## config.mk

```make
export PLATFORM = sky130hd
export DESIGN_NAME = ihw_unit
export DESIGN_NICKNAME = d
export VERILOG_FILES = /design/src/include/ihw_pkg.sv /design/src/rtl/ihw_unit.sv
export SDC_FILE = /design/constraint.sdc
export NUM_CORES = 1
export LEC_CHECK = 0
export ABC_CLOCK_PERIOD_IN_PS = 4400
export BUFFER_PORTS_ARGS = -buffer_cell sky130_fd_sc_hd__buf_2
export CAP_MARGIN = 20
export CORE_ASPECT_RATIO = 1.2
export CORE_MARGIN = 2
export CORE_UTILIZATION = 50
export DETAILED_ROUTE_END_ITERATION = 10
export PLACE_DENSITY = 0.7
export SLEW_MARGIN = 20
export SYNTH_ARGS = -nofsm -noshare
export SYNTH_HDL_FRONTEND = slang
export SYNTH_SLANG_ARGS = --single-unit
```

## constraint.sdc

```tcl
create_clock -name ref_clk_in -period 4.4 [get_ports ref_clk_in]
set_input_delay 0.44 -clock ref_clk_in [delete_from_list [all_inputs] [get_ports ref_clk_in]]
set_output_delay 0.44 -clock ref_clk_in [all_outputs]
set_load 0.01 [all_outputs]
```

## src/include/ihw_pkg.sv

```systemverilog
// Package with constants and carrier types for the interrupt, halt and watchdog unit
package ihw_pkg;
   // -----------------------------------------------------------------
   // Register offsets (nibble-wide special function registers)
   // -----------------------------------------------------------------
   localparam logic [4:0] FLAGS_AND_IRQ_STATUS_ADDR = 5'h00;
   localparam logic [4:0] AUDIO_PWM_CONTROL_ADDR = 5'h09;
   localparam logic [4:0] ROM_DATA_HIGH_AND_WDT_CLEAR_ADDR = 5'h1D;
   // -----------------------------------------------------------------
   // Field positions
   // -----------------------------------------------------------------
   localparam int ZERO_FLAG_BIT = 0;
   localparam int CARRY_FLAG_BIT = 1;
   localparam int PWM_REQUEST_FLAG_BIT = 2;
   localparam int PWM_OUTPUT_ENABLE_BIT = 0;
   localparam int IRQ_ENABLE_FIELD_BIT = 1;
   // -----------------------------------------------------------------
   // Vector addresses
   // -----------------------------------------------------------------
   localparam logic [11:0] RESET_VECTOR = 12'h000;
   localparam logic [11:0] WAKEUP_VECTOR = 12'h004;
   localparam logic [11:0] IRQ_VECTOR = 12'h008;
   // -----------------------------------------------------------------
   // Timing
   // -----------------------------------------------------------------
   localparam longint CLK_HZ = 25000000;
   localparam longint IRQ_RATE_HZ = 32768;
   localparam longint STABLE_TIME_NS = 352000;
   localparam longint WDT_TIMEOUT_MS = 128;
   localparam longint NS_PER_S = 1000000000;
   // Longest-rate divider rounds down, least stabilisation time rounds up
   localparam longint IRQ_DIV_CYCLES = CLK_HZ / IRQ_RATE_HZ;
   localparam longint STABLE_CYCLES = (STABLE_TIME_NS * CLK_HZ + NS_PER_S - 1) / NS_PER_S;
   localparam longint WDT_CYCLES = (CLK_HZ / 1000) * WDT_TIMEOUT_MS;
   localparam logic [3:0] NIBBLE_ZERO = 4'h0;
   localparam logic [1:0] PWM_CTRL_RESET = 2'h0;

   // -----------------------------------------------------------------
   // Types
   // -----------------------------------------------------------------
   typedef enum logic [1:0] {
      IHW_RUN = 2'b00,
      IHW_HALT = 2'b01,
      IHW_STABLE = 2'b10
   } ihw_mode_type;

   // Context saved on entry and restored on return
   typedef struct packed {
      logic [11:0] pc;
      logic [3:0] page_data_high_pointer;
      logic [1:0] memory_page_select;
      logic carry_flag;
      logic zero_flag;
   } ihw_context_type;

   // Register write strobe with address and nibble
   typedef struct packed {
      logic wr;
      logic [4:0] addr;
      logic [3:0] data;
   } ihw_reg_write_type;
endpackage

```

## src/rtl/ihw_unit.sv

```systemverilog
// Interrupt entry and return, halt and wakeup sequencing, and watchdog supervision
`timescale 1ns/1ps
`default_nettype none

module ihw_unit #(
   parameter int PINS = 4,
   parameter longint STABLE_COUNT = ihw_pkg::STABLE_CYCLES,
   parameter longint WDT_COUNT = ihw_pkg::WDT_CYCLES,
   parameter longint IRQ_DIV = ihw_pkg::IRQ_DIV_CYCLES
) (
   input wire logic ref_clk_in,
   input wire logic rst_n_in,
   // Chip reset request from power-on or low-voltage sources
   input wire logic chip_reset_req_in,
   // Core side
   input wire logic [11:0] next_pc_in,
   input wire ihw_pkg::ihw_context_type core_context_in,
   input wire logic instr_done_in,
   input wire logic return_from_irq_in,
   input wire logic halt_instr_in,
   input wire ihw_pkg::ihw_reg_write_type reg_write_in,
   input wire logic [4:0] reg_read_addr_in,
   // Options and port pins
   input wire logic wdt_option_enable_in,
   input wire logic [PINS-1:0] wakeup_option_enable_in,
   input wire logic [PINS-1:0] port_a_pins_in,
   // Outputs
   output logic pc_load_out,
   output logic [11:0] pc_load_value_out,
   output ihw_pkg::ihw_context_type restore_context_out,
   output logic restore_valid_out,
   output logic core_clock_run_out,
   output logic [3:0] reg_read_data_out,
   output logic global_irq_enable_out,
   output logic pwm_output_enable_out,
   output logic pwm_request_flag_out,
   output logic watchdog_reset_out
);
   import ihw_pkg::*;

   // ----------------------------------------------------------------
   // Declarations
   // ----------------------------------------------------------------
   ihw_mode_type mode_q;
   ihw_context_type saved_q;
   logic global_irq_enable_q;
   logic pwm_output_enable_q;
   logic pwm_request_flag_q;
   logic [3:0] rom_data_high_q;
   logic [31:0] pwm_div_q;
   logic [31:0] stable_q;
   logic [31:0] wdt_q;
   logic [PINS-1:0] sync1_q;
   logic [PINS-1:0] sync2_q;
   logic [PINS-1:0] sync3_q;
   logic in_service_q;
   logic pwm_cycle_end;
   logic take_irq;
   logic wake_event;
   logic wdt_clear;
   logic wdt_overflow;
   logic halt_req;
   logic wr_status;
   logic wr_ctrl;
   logic wr_romh;
   logic [3:0] rd_d;

   localparam logic [31:0] PWM_DIV_LAST = 32'(IRQ_DIV - 1);
   localparam logic [31:0] STABLE_LAST = 32'(STABLE_COUNT - 1);
   localparam logic [31:0] WDT_LAST = 32'(WDT_COUNT - 1);
   localparam logic [31:0] COUNT_ZERO = 32'h0000_0000;
   localparam logic [31:0] COUNT_ONE = 32'h0000_0001;

   // ----------------------------------------------------------------
   // Decode
   // ----------------------------------------------------------------
   // Register write strobes
   assign wr_status = reg_write_in.wr && reg_write_in.addr == FLAGS_AND_IRQ_STATUS_ADDR;
   assign wr_ctrl = reg_write_in.wr && reg_write_in.addr == AUDIO_PWM_CONTROL_ADDR;
   assign wr_romh = reg_write_in.wr && reg_write_in.addr == ROM_DATA_HIGH_AND_WDT_CLEAR_ADDR;
   // Only a running core can issue halt; in halt the core clock is off
   assign halt_req = (mode_q == IHW_RUN) && halt_instr_in;
   // One nesting level: a second request waits until return_from_irq
   assign take_irq = (mode_q == IHW_RUN) && instr_done_in && global_irq_enable_q
                     && pwm_request_flag_q && !halt_instr_in;
   assign pwm_cycle_end = pwm_output_enable_q && (pwm_div_q == PWM_DIV_LAST);
   // Rising edge on any enabled pin, sampled from the second stage onward
   assign wake_event = (mode_q == IHW_HALT)
                       && |(sync2_q & ~sync3_q & wakeup_option_enable_in);
   assign wdt_clear = (wr_romh && wdt_option_enable_in) || halt_req
                      || (wake_event);
   assign wdt_overflow = wdt_option_enable_in && (wdt_q == WDT_LAST);

   // ----------------------------------------------------------------
   // Port wakeup synchroniser
   // ----------------------------------------------------------------
   // Two stages guard against metastability, third stage holds history
   always_ff @(posedge ref_clk_in or negedge rst_n_in) begin
      if (!rst_n_in) begin
         sync1_q <= '0;
         sync2_q <= '0;
         sync3_q <= '0;
      end else begin
         sync1_q <= port_a_pins_in;
         sync2_q <= sync1_q;
         sync3_q <= sync2_q;
      end
   end

   // ----------------------------------------------------------------
   // PWM cycle divider and request flag
   // ----------------------------------------------------------------
   // Divider runs only while PWM is enabled, so halting silences requests
   always_ff @(posedge ref_clk_in or negedge rst_n_in) begin
      if (!rst_n_in) begin
         pwm_div_q <= COUNT_ZERO;
      end else if (!pwm_output_enable_q || pwm_cycle_end) begin
         pwm_div_q <= COUNT_ZERO;
      end else begin
         pwm_div_q <= pwm_div_q + COUNT_ONE;
      end
   end

   // Hardware set wins over a software clear in the same cycle
   always_ff @(posedge ref_clk_in or negedge rst_n_in) begin
      if (!rst_n_in) begin
         pwm_request_flag_q <= 1'b0;
      end else if (chip_reset_req_in || wdt_overflow) begin
         pwm_request_flag_q <= 1'b0;
      end else if (pwm_cycle_end) begin
         pwm_request_flag_q <= 1'b1;
      end else if (wr_status) begin
         // Taking the interrupt never touches this flag
         pwm_request_flag_q <= reg_write_in.data[PWM_REQUEST_FLAG_BIT];
      end
   end

   // ----------------------------------------------------------------
   // Control register and global enable
   // ----------------------------------------------------------------
   always_ff @(posedge ref_clk_in or negedge rst_n_in) begin
      if (!rst_n_in) begin
         global_irq_enable_q <= PWM_CTRL_RESET[IRQ_ENABLE_FIELD_BIT];
         pwm_output_enable_q <= PWM_CTRL_RESET[PWM_OUTPUT_ENABLE_BIT];
      end else if (chip_reset_req_in || wdt_overflow) begin
         global_irq_enable_q <= 1'b0;
         pwm_output_enable_q <= 1'b0;
      end else if (take_irq) begin
         global_irq_enable_q <= 1'b0;
      end else if (return_from_irq_in && mode_q == IHW_RUN) begin
         global_irq_enable_q <= 1'b1;
      end else if (halt_req) begin
         pwm_output_enable_q <= 1'b0; // Halt disables the PWM
      end else if (wr_ctrl) begin
         global_irq_enable_q <= reg_write_in.data[IRQ_ENABLE_FIELD_BIT];
         pwm_output_enable_q <= reg_write_in.data[PWM_OUTPUT_ENABLE_BIT];
      end
   end

   // ----------------------------------------------------------------
   // Context save and service tracking
   // ----------------------------------------------------------------
   // Hidden registers are loaded in the same clock the vector is taken
   always_ff @(posedge ref_clk_in or negedge rst_n_in) begin
      if (!rst_n_in) begin
         saved_q <= '0;
         in_service_q <= 1'b0;
      end else if (chip_reset_req_in || wdt_overflow) begin
         in_service_q <= 1'b0;
      end else if (take_irq) begin
         saved_q.pc <= next_pc_in;
         saved_q.page_data_high_pointer <= core_context_in.page_data_high_pointer;
         saved_q.memory_page_select <= core_context_in.memory_page_select;
         saved_q.carry_flag <= core_context_in.carry_flag;
         saved_q.zero_flag <= core_context_in.zero_flag;
         in_service_q <= 1'b1;
      end else if (return_from_irq_in && mode_q == IHW_RUN) begin
         in_service_q <= 1'b0;
      end
   end

   // ----------------------------------------------------------------
   // Mode sequencer: run, halt, stabilisation
   // ----------------------------------------------------------------
   // Reset has priority over wakeup in every mode
   always_ff @(posedge ref_clk_in or negedge rst_n_in) begin
      if (!rst_n_in) begin
         mode_q <= IHW_STABLE;
         stable_q <= COUNT_ZERO;
      end else if (chip_reset_req_in || wdt_overflow) begin
         mode_q <= IHW_STABLE;
         stable_q <= COUNT_ZERO;
      end else begin
         unique case (mode_q)
            IHW_RUN: begin
               if (halt_req) begin
                  mode_q <= IHW_HALT;
               end
            end
            IHW_HALT: begin
               // Register writes still land but do not change the mode here; only a wake edge leaves
               if (wake_event) begin
                  mode_q <= IHW_STABLE;
                  stable_q <= COUNT_ZERO;
               end
            end
            IHW_STABLE: begin
               if (stable_q == STABLE_LAST) begin
                  mode_q <= IHW_RUN;
               end else begin
                  stable_q <= stable_q + COUNT_ONE;
               end
            end
            default: begin
               mode_q <= IHW_STABLE;
            end
         endcase
      end
   end

   // ----------------------------------------------------------------
   // Watchdog counter
   // ----------------------------------------------------------------
   // Frozen in halt since the core clock is stopped there
   always_ff @(posedge ref_clk_in or negedge rst_n_in) begin
      if (!rst_n_in) begin
         wdt_q <= COUNT_ZERO;
         watchdog_reset_out <= 1'b0;
      end else begin
         watchdog_reset_out <= wdt_overflow;
         if (chip_reset_req_in || wdt_overflow || wdt_clear || !wdt_option_enable_in) begin
            wdt_q <= COUNT_ZERO;
         end else if (mode_q != IHW_HALT) begin
            wdt_q <= wdt_q + COUNT_ONE;
         end
      end
   end

   // ----------------------------------------------------------------
   // Data high nibble storage
   // ----------------------------------------------------------------
   always_ff @(posedge ref_clk_in or negedge rst_n_in) begin
      if (!rst_n_in) begin
         rom_data_high_q <= NIBBLE_ZERO;
      end else if (wr_romh) begin
         rom_data_high_q <= reg_write_in.data;
      end
   end

   // ----------------------------------------------------------------
   // Program counter load and restore outputs
   // ----------------------------------------------------------------
   // Vector loads are one-cycle pulses; the vector stays put between them
   always_ff @(posedge ref_clk_in or negedge rst_n_in) begin
      if (!rst_n_in) begin
         pc_load_out <= 1'b1;
         pc_load_value_out <= RESET_VECTOR;
         restore_valid_out <= 1'b0;
         restore_context_out <= '0;
      end else begin
         pc_load_out <= 1'b0;
         restore_valid_out <= 1'b0;
         if (chip_reset_req_in || wdt_overflow) begin
            pc_load_out <= 1'b1;
            pc_load_value_out <= RESET_VECTOR;
         end else if (halt_req) begin
            pc_load_out <= 1'b1;
            pc_load_value_out <= WAKEUP_VECTOR;
         end else if (take_irq) begin
            pc_load_out <= 1'b1;
            pc_load_value_out <= IRQ_VECTOR;
         end else if (return_from_irq_in && mode_q == IHW_RUN && in_service_q) begin
            pc_load_out <= 1'b1;
            pc_load_value_out <= saved_q.pc;
            restore_valid_out <= 1'b1;
            restore_context_out <= saved_q;
         end
      end
   end

   // Core clock gate; SRAM keeps its contents because only the clock stops
   always_ff @(posedge ref_clk_in or negedge rst_n_in) begin
      if (!rst_n_in) begin
         core_clock_run_out <= 1'b0;
      end else begin
         core_clock_run_out <= (mode_q == IHW_RUN) && !halt_req
                               && !chip_reset_req_in && !wdt_overflow;
      end
   end

   // ----------------------------------------------------------------
   // Register readback
   // ----------------------------------------------------------------
   always_comb begin
      rd_d = NIBBLE_ZERO;
      unique case (reg_read_addr_in)
         FLAGS_AND_IRQ_STATUS_ADDR: begin
            rd_d[PWM_REQUEST_FLAG_BIT] = pwm_request_flag_q;
            rd_d[CARRY_FLAG_BIT] = core_context_in.carry_flag;
            rd_d[ZERO_FLAG_BIT] = core_context_in.zero_flag;
         end
         AUDIO_PWM_CONTROL_ADDR: begin
            rd_d[IRQ_ENABLE_FIELD_BIT] = global_irq_enable_q;
            rd_d[PWM_OUTPUT_ENABLE_BIT] = pwm_output_enable_q;
         end
         ROM_DATA_HIGH_AND_WDT_CLEAR_ADDR: begin
            rd_d = rom_data_high_q;
         end
         default: begin
            rd_d = NIBBLE_ZERO;
         end
      endcase
   end

   // Registered copies for the status outputs
   always_ff @(posedge ref_clk_in or negedge rst_n_in) begin
      if (!rst_n_in) begin
         reg_read_data_out <= NIBBLE_ZERO;
         global_irq_enable_out <= 1'b0;
         pwm_output_enable_out <= 1'b0;
         pwm_request_flag_out <= 1'b0;
      end else begin
         reg_read_data_out <= rd_d;
         global_irq_enable_out <= global_irq_enable_q;
         pwm_output_enable_out <= pwm_output_enable_q;
         pwm_request_flag_out <= pwm_request_flag_q;
      end
   end
endmodule

`default_nettype wire

```

# Word level (Yosys, flattened, before mapping)
# Cells that the tools add are included.
# word_totals
mem_count,0
ff_bits,181
latchBits,0
elab_cells,145
input_bits,62
ramBits,0
out_inout_bits,43
rom_bits,0
# op_classes
mul,0
n_reduce_logical,46
n_lt_le_gt_ge,0
n_addsub,3
shift,0
n_bitwise,6
mux,42
div_mod_pow,0
n_eq_ne,17
# op_table
cell,count
$mux W32,6
$add A32 B1 Y32 const B,3
$pmux W32 S2,1
$mux W12,4
$eq A32 B10 Y1 const B,1
$eq A32 B14 Y1 const B,1
$eq A32 B22 Y1 const B,1
$mux W1,24
$logic_and A1 B1 Y1,17
$pmux W2 S3,2
$reduce_bool A3 Y1,4
$eq A5 B4 Y1 const B,2
$eq A5 B5 Y1 const B,2
$logic_not A5 Y1,2
$ne A3 B3 Y1 const B,3
$reduce_and A3 Y1,3
$and A4 B4 Y4,2
$mux W2,4
$reduce_bool A4 Y1,2
$logic_not A1 Y1,6
$logic_or A1 B1 Y1,6
$ne A2 B1 Y1 const B,2
$ne A4 B2 Y1 const B,1
$not A4 Y4,1
11 further kinds,14

# Depth between registers and ports, before layout
# depth
depth_word,9
mapped_depth,8
ltp_nobuf,6

# Worst setup path after synthesis
# OpenSTA, ideal clock, no wires.
# synth_timing
path_kind,input-to-reg
startpoint,in reg_write_in[9] (netlist bit)
endpoint,reg wdt_q[26]
setup_slack_ps,2418
setup_ps,74
t_required_ps,4326
path_buffers,3
stages,8
arrival_ps,1908
path_cell_list,and4b_1 -> and3_1 -> buf_6 -> nand2b_1 -> or4b_1 -> buf_6 -> buf_12 -> a21oi_4
# synth_between
elab_chain_cells,7
elab_cells_between_ends,8
cone_classes,mux: 1; reduce/logical: 7
# synth_rtl
item,line_no,rtl
from (decl),ihw_unit.sv:21,"input wire ihw_pkg::ihw_reg_write_type reg_write_in,"
$logic_and A1 B1 Y1 *,ihw_unit.sv:80,assign wr_romh = reg_write_in.wr && reg_write_in.addr == ROM_DATA_HIGH_AND_WDT_CLEAR_ADDR;
$logic_and A1 B1 Y1 *,ihw_unit.sv:90,assign wdt_clear = (wr_romh && wdt_option_enable_in) || halt_req
$logic_or A1 B1 Y1 *,ihw_unit.sv:90,
$logic_or A1 B1 Y1 *,ihw_unit.sv:91,|| (wake_event);
$logic_or A1 B1 Y1 * (2 in series),ihw_unit.sv:231,if (chip_reset_req_in || wdt_overflow || wdt_clear || !wdt_option_enable_in) begin
$mux W32 / $reduce_bool A2 Y1 (equally long branches),--,
to (signal assigned),ihw_unit.sv:234,wdt_q <= wdt_q + COUNT_ONE;
to (decl),ihw_unit.sv:52,logic [31:0] wdt_q;
# Mark *: on every way between the ends. The rest lies on a longest branch, timed or not.
# A chain may end at the register's enable or synchronous reset.

# Final worst setup path
# layout_timing
startpoint,reg mode_q[0]
endpoint,reg wdt_q[14]
# layout_between
elab_chain_cells,7
elab_cells_between_ends,11
cone_classes,eq/ne: 2; mux: 1; reduce/logical: 8
# layout_rtl
item,line_no,rtl
from (decl),ihw_unit.sv:44,ihw_mode_type mode_q;
from (signal assigned),ihw_unit.sv:188,mode_q <= IHW_STABLE;
from (signal assigned),ihw_unit.sv:191,mode_q <= IHW_STABLE;
from (signal assigned),ihw_unit.sv:197,mode_q <= IHW_HALT;
$logic_not A2 Y1,ihw_unit.sv:82,assign halt_req = (mode_q == IHW_RUN) && halt_instr_in;
$logic_and A1 B1 Y1,ihw_unit.sv:82,
$logic_or A1 B1 Y1,ihw_unit.sv:90,
$logic_or A1 B1 Y1,ihw_unit.sv:91,
$logic_or A1 B1 Y1 (2 in series),ihw_unit.sv:231,
$mux W32 / $reduce_bool A2 Y1 (equally long branches),--,
# Several ways; a longest one is shown, not always the timed one.

==> impl_metrics.env <==
export IMPL_tns_ps=0
export IMPL_ys_ff_latch=181
export IMPL_ctsHoldBuffers=0
export IMPL_htreeDepth=4
export IMPL_tightest_slew_ps=852
export IMPL_gp_congestion=0.806
export IMPL_synth_mux_area_share_pct=6.22
export IMPL_grt_overflow=0
export IMPL_dr_total_vias=6128
export IMPL_swShare_pct=22.3
export IMPL_required_ps=4710
export IMPL_setup_viol=0
export IMPL_fill_cells=1401
export IMPL_p_clk_share_pct=46.3
export IMPL_grt_pass1_wl_mm=29.6
export IMPL_drv_cap=0
export IMPL_num_rows=52
export IMPL_synth_distinct_cells=62
export IMPL_critPathMaxFanout=18
export IMPL_synth_xor_area_share_pct=7.33
export IMPL_yosysWarningCount=0
export IMPL_ys_async_sr_fraction_pct=100
export IMPL_finalCritPeriodShare_pct=65.4
export IMPL_dieHeight_um=147
export IMPL_status="completed"
export IMPL_synth_edff_count=0
export IMPL_io_pins=105
export IMPL_grt_max_degree=104
export IMPL_regArea_um2=4530
export IMPL_synth_cells=768
export IMPL_comb_power_share_pct=3.2
export IMPL_drc=0
export IMPL_cp_cell_sequence="nor2b_1 -> o21ai_0 -> or4b_1 -> buf_4 -> nor2_1"
export IMPL_critPathMaxStageDelay_ps=790
export IMPL_start_kind="flop"
export IMPL_die_width_um=123
export IMPL_synth_top_family_by_area="simple AND/OR/NAND/NOR gates"
export IMPL_fin_crit_ps=2880
export IMPL_slowest_stage="or4b_1"
export IMPL_port_buffers=92
export IMPL_insertion_delay_ps=430
export IMPL_netSwitchingPower_mw=0.747
export IMPL_p_int_mw=2.60
export IMPL_synth_seq_area_share_pct=53.4
export IMPL_hold_viol_final=0
export IMPL_max_slew_margin_pct=42.8
export IMPL_design_area_um2=9700
export IMPL_routed_via_density=5.63
export IMPL_ir_drop_v=0.000245
export IMPL_clk_pin_slew_worst_paths_ps=70
export IMPL_syn_cell_area_um2=8490
export IMPL_syn_nets=834
export IMPL_r2r_setup_slack_ps=1520
export IMPL_grt_setup_unrepaired="no"
export IMPL_layout_drive_gt1_share_pct=24.7
export IMPL_tritoncts="yes"
export IMPL_ys_flop_type="dfrtp_1"
export IMPL_drt_iter0_markers=337
export IMPL_worst_slack_ps=1520
export IMPL_initial_utilization_pct=50.7
export IMPL_worstRegToRegCells=5
export IMPL_p_per_area_nw_per_um2=345
export IMPL_antenna_found_initial=4
export IMPL_antenna_left=0
export IMPL_pwr_share_seq_pct=50.5
export IMPL_core_um2=16700
export IMPL_timing_fmax_mhz=348
export IMPL_cts_sinks=181
export IMPL_synth_avg_cell_area_um2=11.0
export IMPL_post_dp_hpwl_mm=11.9
export IMPL_grt_total_usage_pct=20.6
export IMPL_cp_arrival_ps=3180
export IMPL_die_area_um2=18000
export IMPL_finalMaxSlewViolations=0
export IMPL_rr_startpoint="mode_q[0]"
export IMPL_synth_simple_gate_area_share_pct=23.1
export IMPL_cts_setup_buffers=0
export IMPL_place_area_um2=9090
export IMPL_synth_adder_area_share_pct=0.590
export IMPL_multi_input_area_um2=3730
export IMPL_finalNetCount=923
export IMPL_reg2reg_to="wdt_q[14]"
export IMPL_area_delta_synth_final_pct=14.3
export IMPL_wl_per_cell_um=16.2
export IMPL_dr_pass1_iters=4
export IMPL_finalPower_mw=3.34
export IMPL_skew_ps=9.01
export IMPL_timing_worst_setup_path_type="reg2reg"
export IMPL_cts_buffers_inserted=17
export IMPL_ctsRootBufferMaster="clkbuf_16"
export IMPL_synth_compound_area_share_pct=6.49
export IMPL_hold_path_class="in2async"
export IMPL_totalWireLength_mm=17.6
export IMPL_grt_pass1_vias=6135
export IMPL_ctsResizeCount=0
export IMPL_p_leak_nw=4.34
export IMPL_critPathCaptureType="flop"
export IMPL_clock_path_buffers=2
export IMPL_dp_slack_ps=1500
-- worst max path at each step --
stage	start	to	slack (ps)	depth (start not counted)
5_1_grt	wdt_q[24]	wdt_q[14]	1310	6
2_1_floorplan	reg_write_in[9]	wdt_q[26]	2420	8
4_1_cts	mode_q[0]	wdt_q[9]	1490	5
3_3_place_gp	mode_q[0]	wdt_q[10]	1540	5
3_5_place_dp	mode_q[0]	wdt_q[9]	1500	5
6_report	mode_q[0]	wdt_q[14]	1520	5
-- cells in the final DEF, fill, tap and decap left out, types with 8 or more instances in the layout --
master	instances
clkbuf_16	17
xnor2_1	23
or3_1	12
o21ai_0	14
inv_1	8
xor2_1	48
nor2_2	11
nor2_1	86
a22o_1	11
a21oi_1	21
o31ai_1	11
nor4_1	14
or4_1	11
nand3_1	34
dfrtp_1	179
nand2_1	46
mux2_2	46
buf_2	91
and4_1	17
nand4_1	41
nor3_1	16
and3_1	18
-- cells in the mapped netlist (all sizes together) (2+ instances only) --
library cell / number / share of area (%)
or2: 2 / 0.15
or3: 12 / 0.88
xor2: 48 / 5.0
nand3: 35 / 2.1
inv: 8 / 0.35
ha: 4 / 0.59
o211ai: 3 / 0.27
o2111ai: 2 / 0.21
nor4: 16 / 1.4
clkbuf: 4 / 0.18
and4b: 2 / 0.24
dfstp: 2 / 0.62
o31ai: 12 / 1.2
xnor2: 23 / 2.4
dfrtp: 179 / 53
mux2: 46 / 6.1
buf: 26 / 2.3
nor4b: 8 / 0.90
a22o: 11 / 1.1
o21ai: 14 / 0.83
a22oi: 2 / 0.18
or4: 11 / 0.97
nand4: 42 / 3.2
and4: 17 / 1.8
nor2b: 3 / 0.22
and3: 18 / 1.3
a21oi: 27 / 1.9
nand2: 46 / 2.0
nor3: 20 / 1.5
nor2: 100 / 5.0
nand2b: 5 / 0.37
and2: 7 / 0.53
-- power groups by stage --
stage                     Sequential, mW  Clock, mW  Combinational [mW]
final                               1.69       1.55               0.107
after global routing                1.69       1.66               0.122
after CTS                           1.69       1.57               0.111
after detailed placement            1.72          0               0.111
after global placement              1.72          0               0.109
after floorplan                     1.72          0              0.0429
-- final cells by class --
class,count,share of cell area (%)
flip-flops and latches,181,46.7
multi-input cells,549,38.4
repair buffers,100,5.56
clock buffers,20,4.71
well taps,216,2.79
clock inverters,11,1.43
inverters,8,0.309
diodes,3,0.0774
-- flip-flops by register name, summed over array words and instances (netlist names), 2 cells and up --
register,count
pwm_div_q,32
sync2_q,4
reg_read_data_out,4
mode_q,2
sync1_q,4
rom_data_high_q,4
stable_q,32
saved_q,20
sync3_q,4
wdt_q,32
restore_context_out,20
pc_load_value_out,12
-- critical path, delay by kind of cell, from the launching register on --
family                 cells  cell delay (ps)
flip-flops                 1              500
AND/OR/NAND/NOR            3             1510
buffers and inverters      1              410
AO/OA/AOI/OAI              1              330
-- through the flow --
step | utilization [%] | hold WS, ps | cells
after floorplan | - | 144 | 768
after global placement | 54.4 | 331 | 1054
after detailed placement | 54.4 | 337 | 1054
after CTS | 57.9 | 74.6 | 1085
after global routing | 58.0 | 94.0 | 1086
final | 58.0 | 40.3 | 1088
-- cells by family (layout without fill, tap and decap cells) --
kind of cell,after synthesis,in the layout
AO/OA/AOI/OAI,78,78
buffers and inverters,38,139
multiplexers,47,47
other,0,3
XOR/XNOR,71,71
AND/OR/NAND/NOR,349,349
flip-flops,181,181
adder cells (fa/ha/maj),4,4
-- routing by layer --
metal / routed length [µm] / global-route usage, % / share of wire [%] / vias up
met2: 8640 / 33.2 / 49 / 116
li1: - / - / - / 2954
met5: 13 / 0 / 0.074 / -
met1: 7770 / 27.1 / 44 / 3027
met3: 847 / 5.16 / 4.8 / 29
met4: 308 / 7.24 / 1.8 / 2
Power figures use the tool's default switching activity.
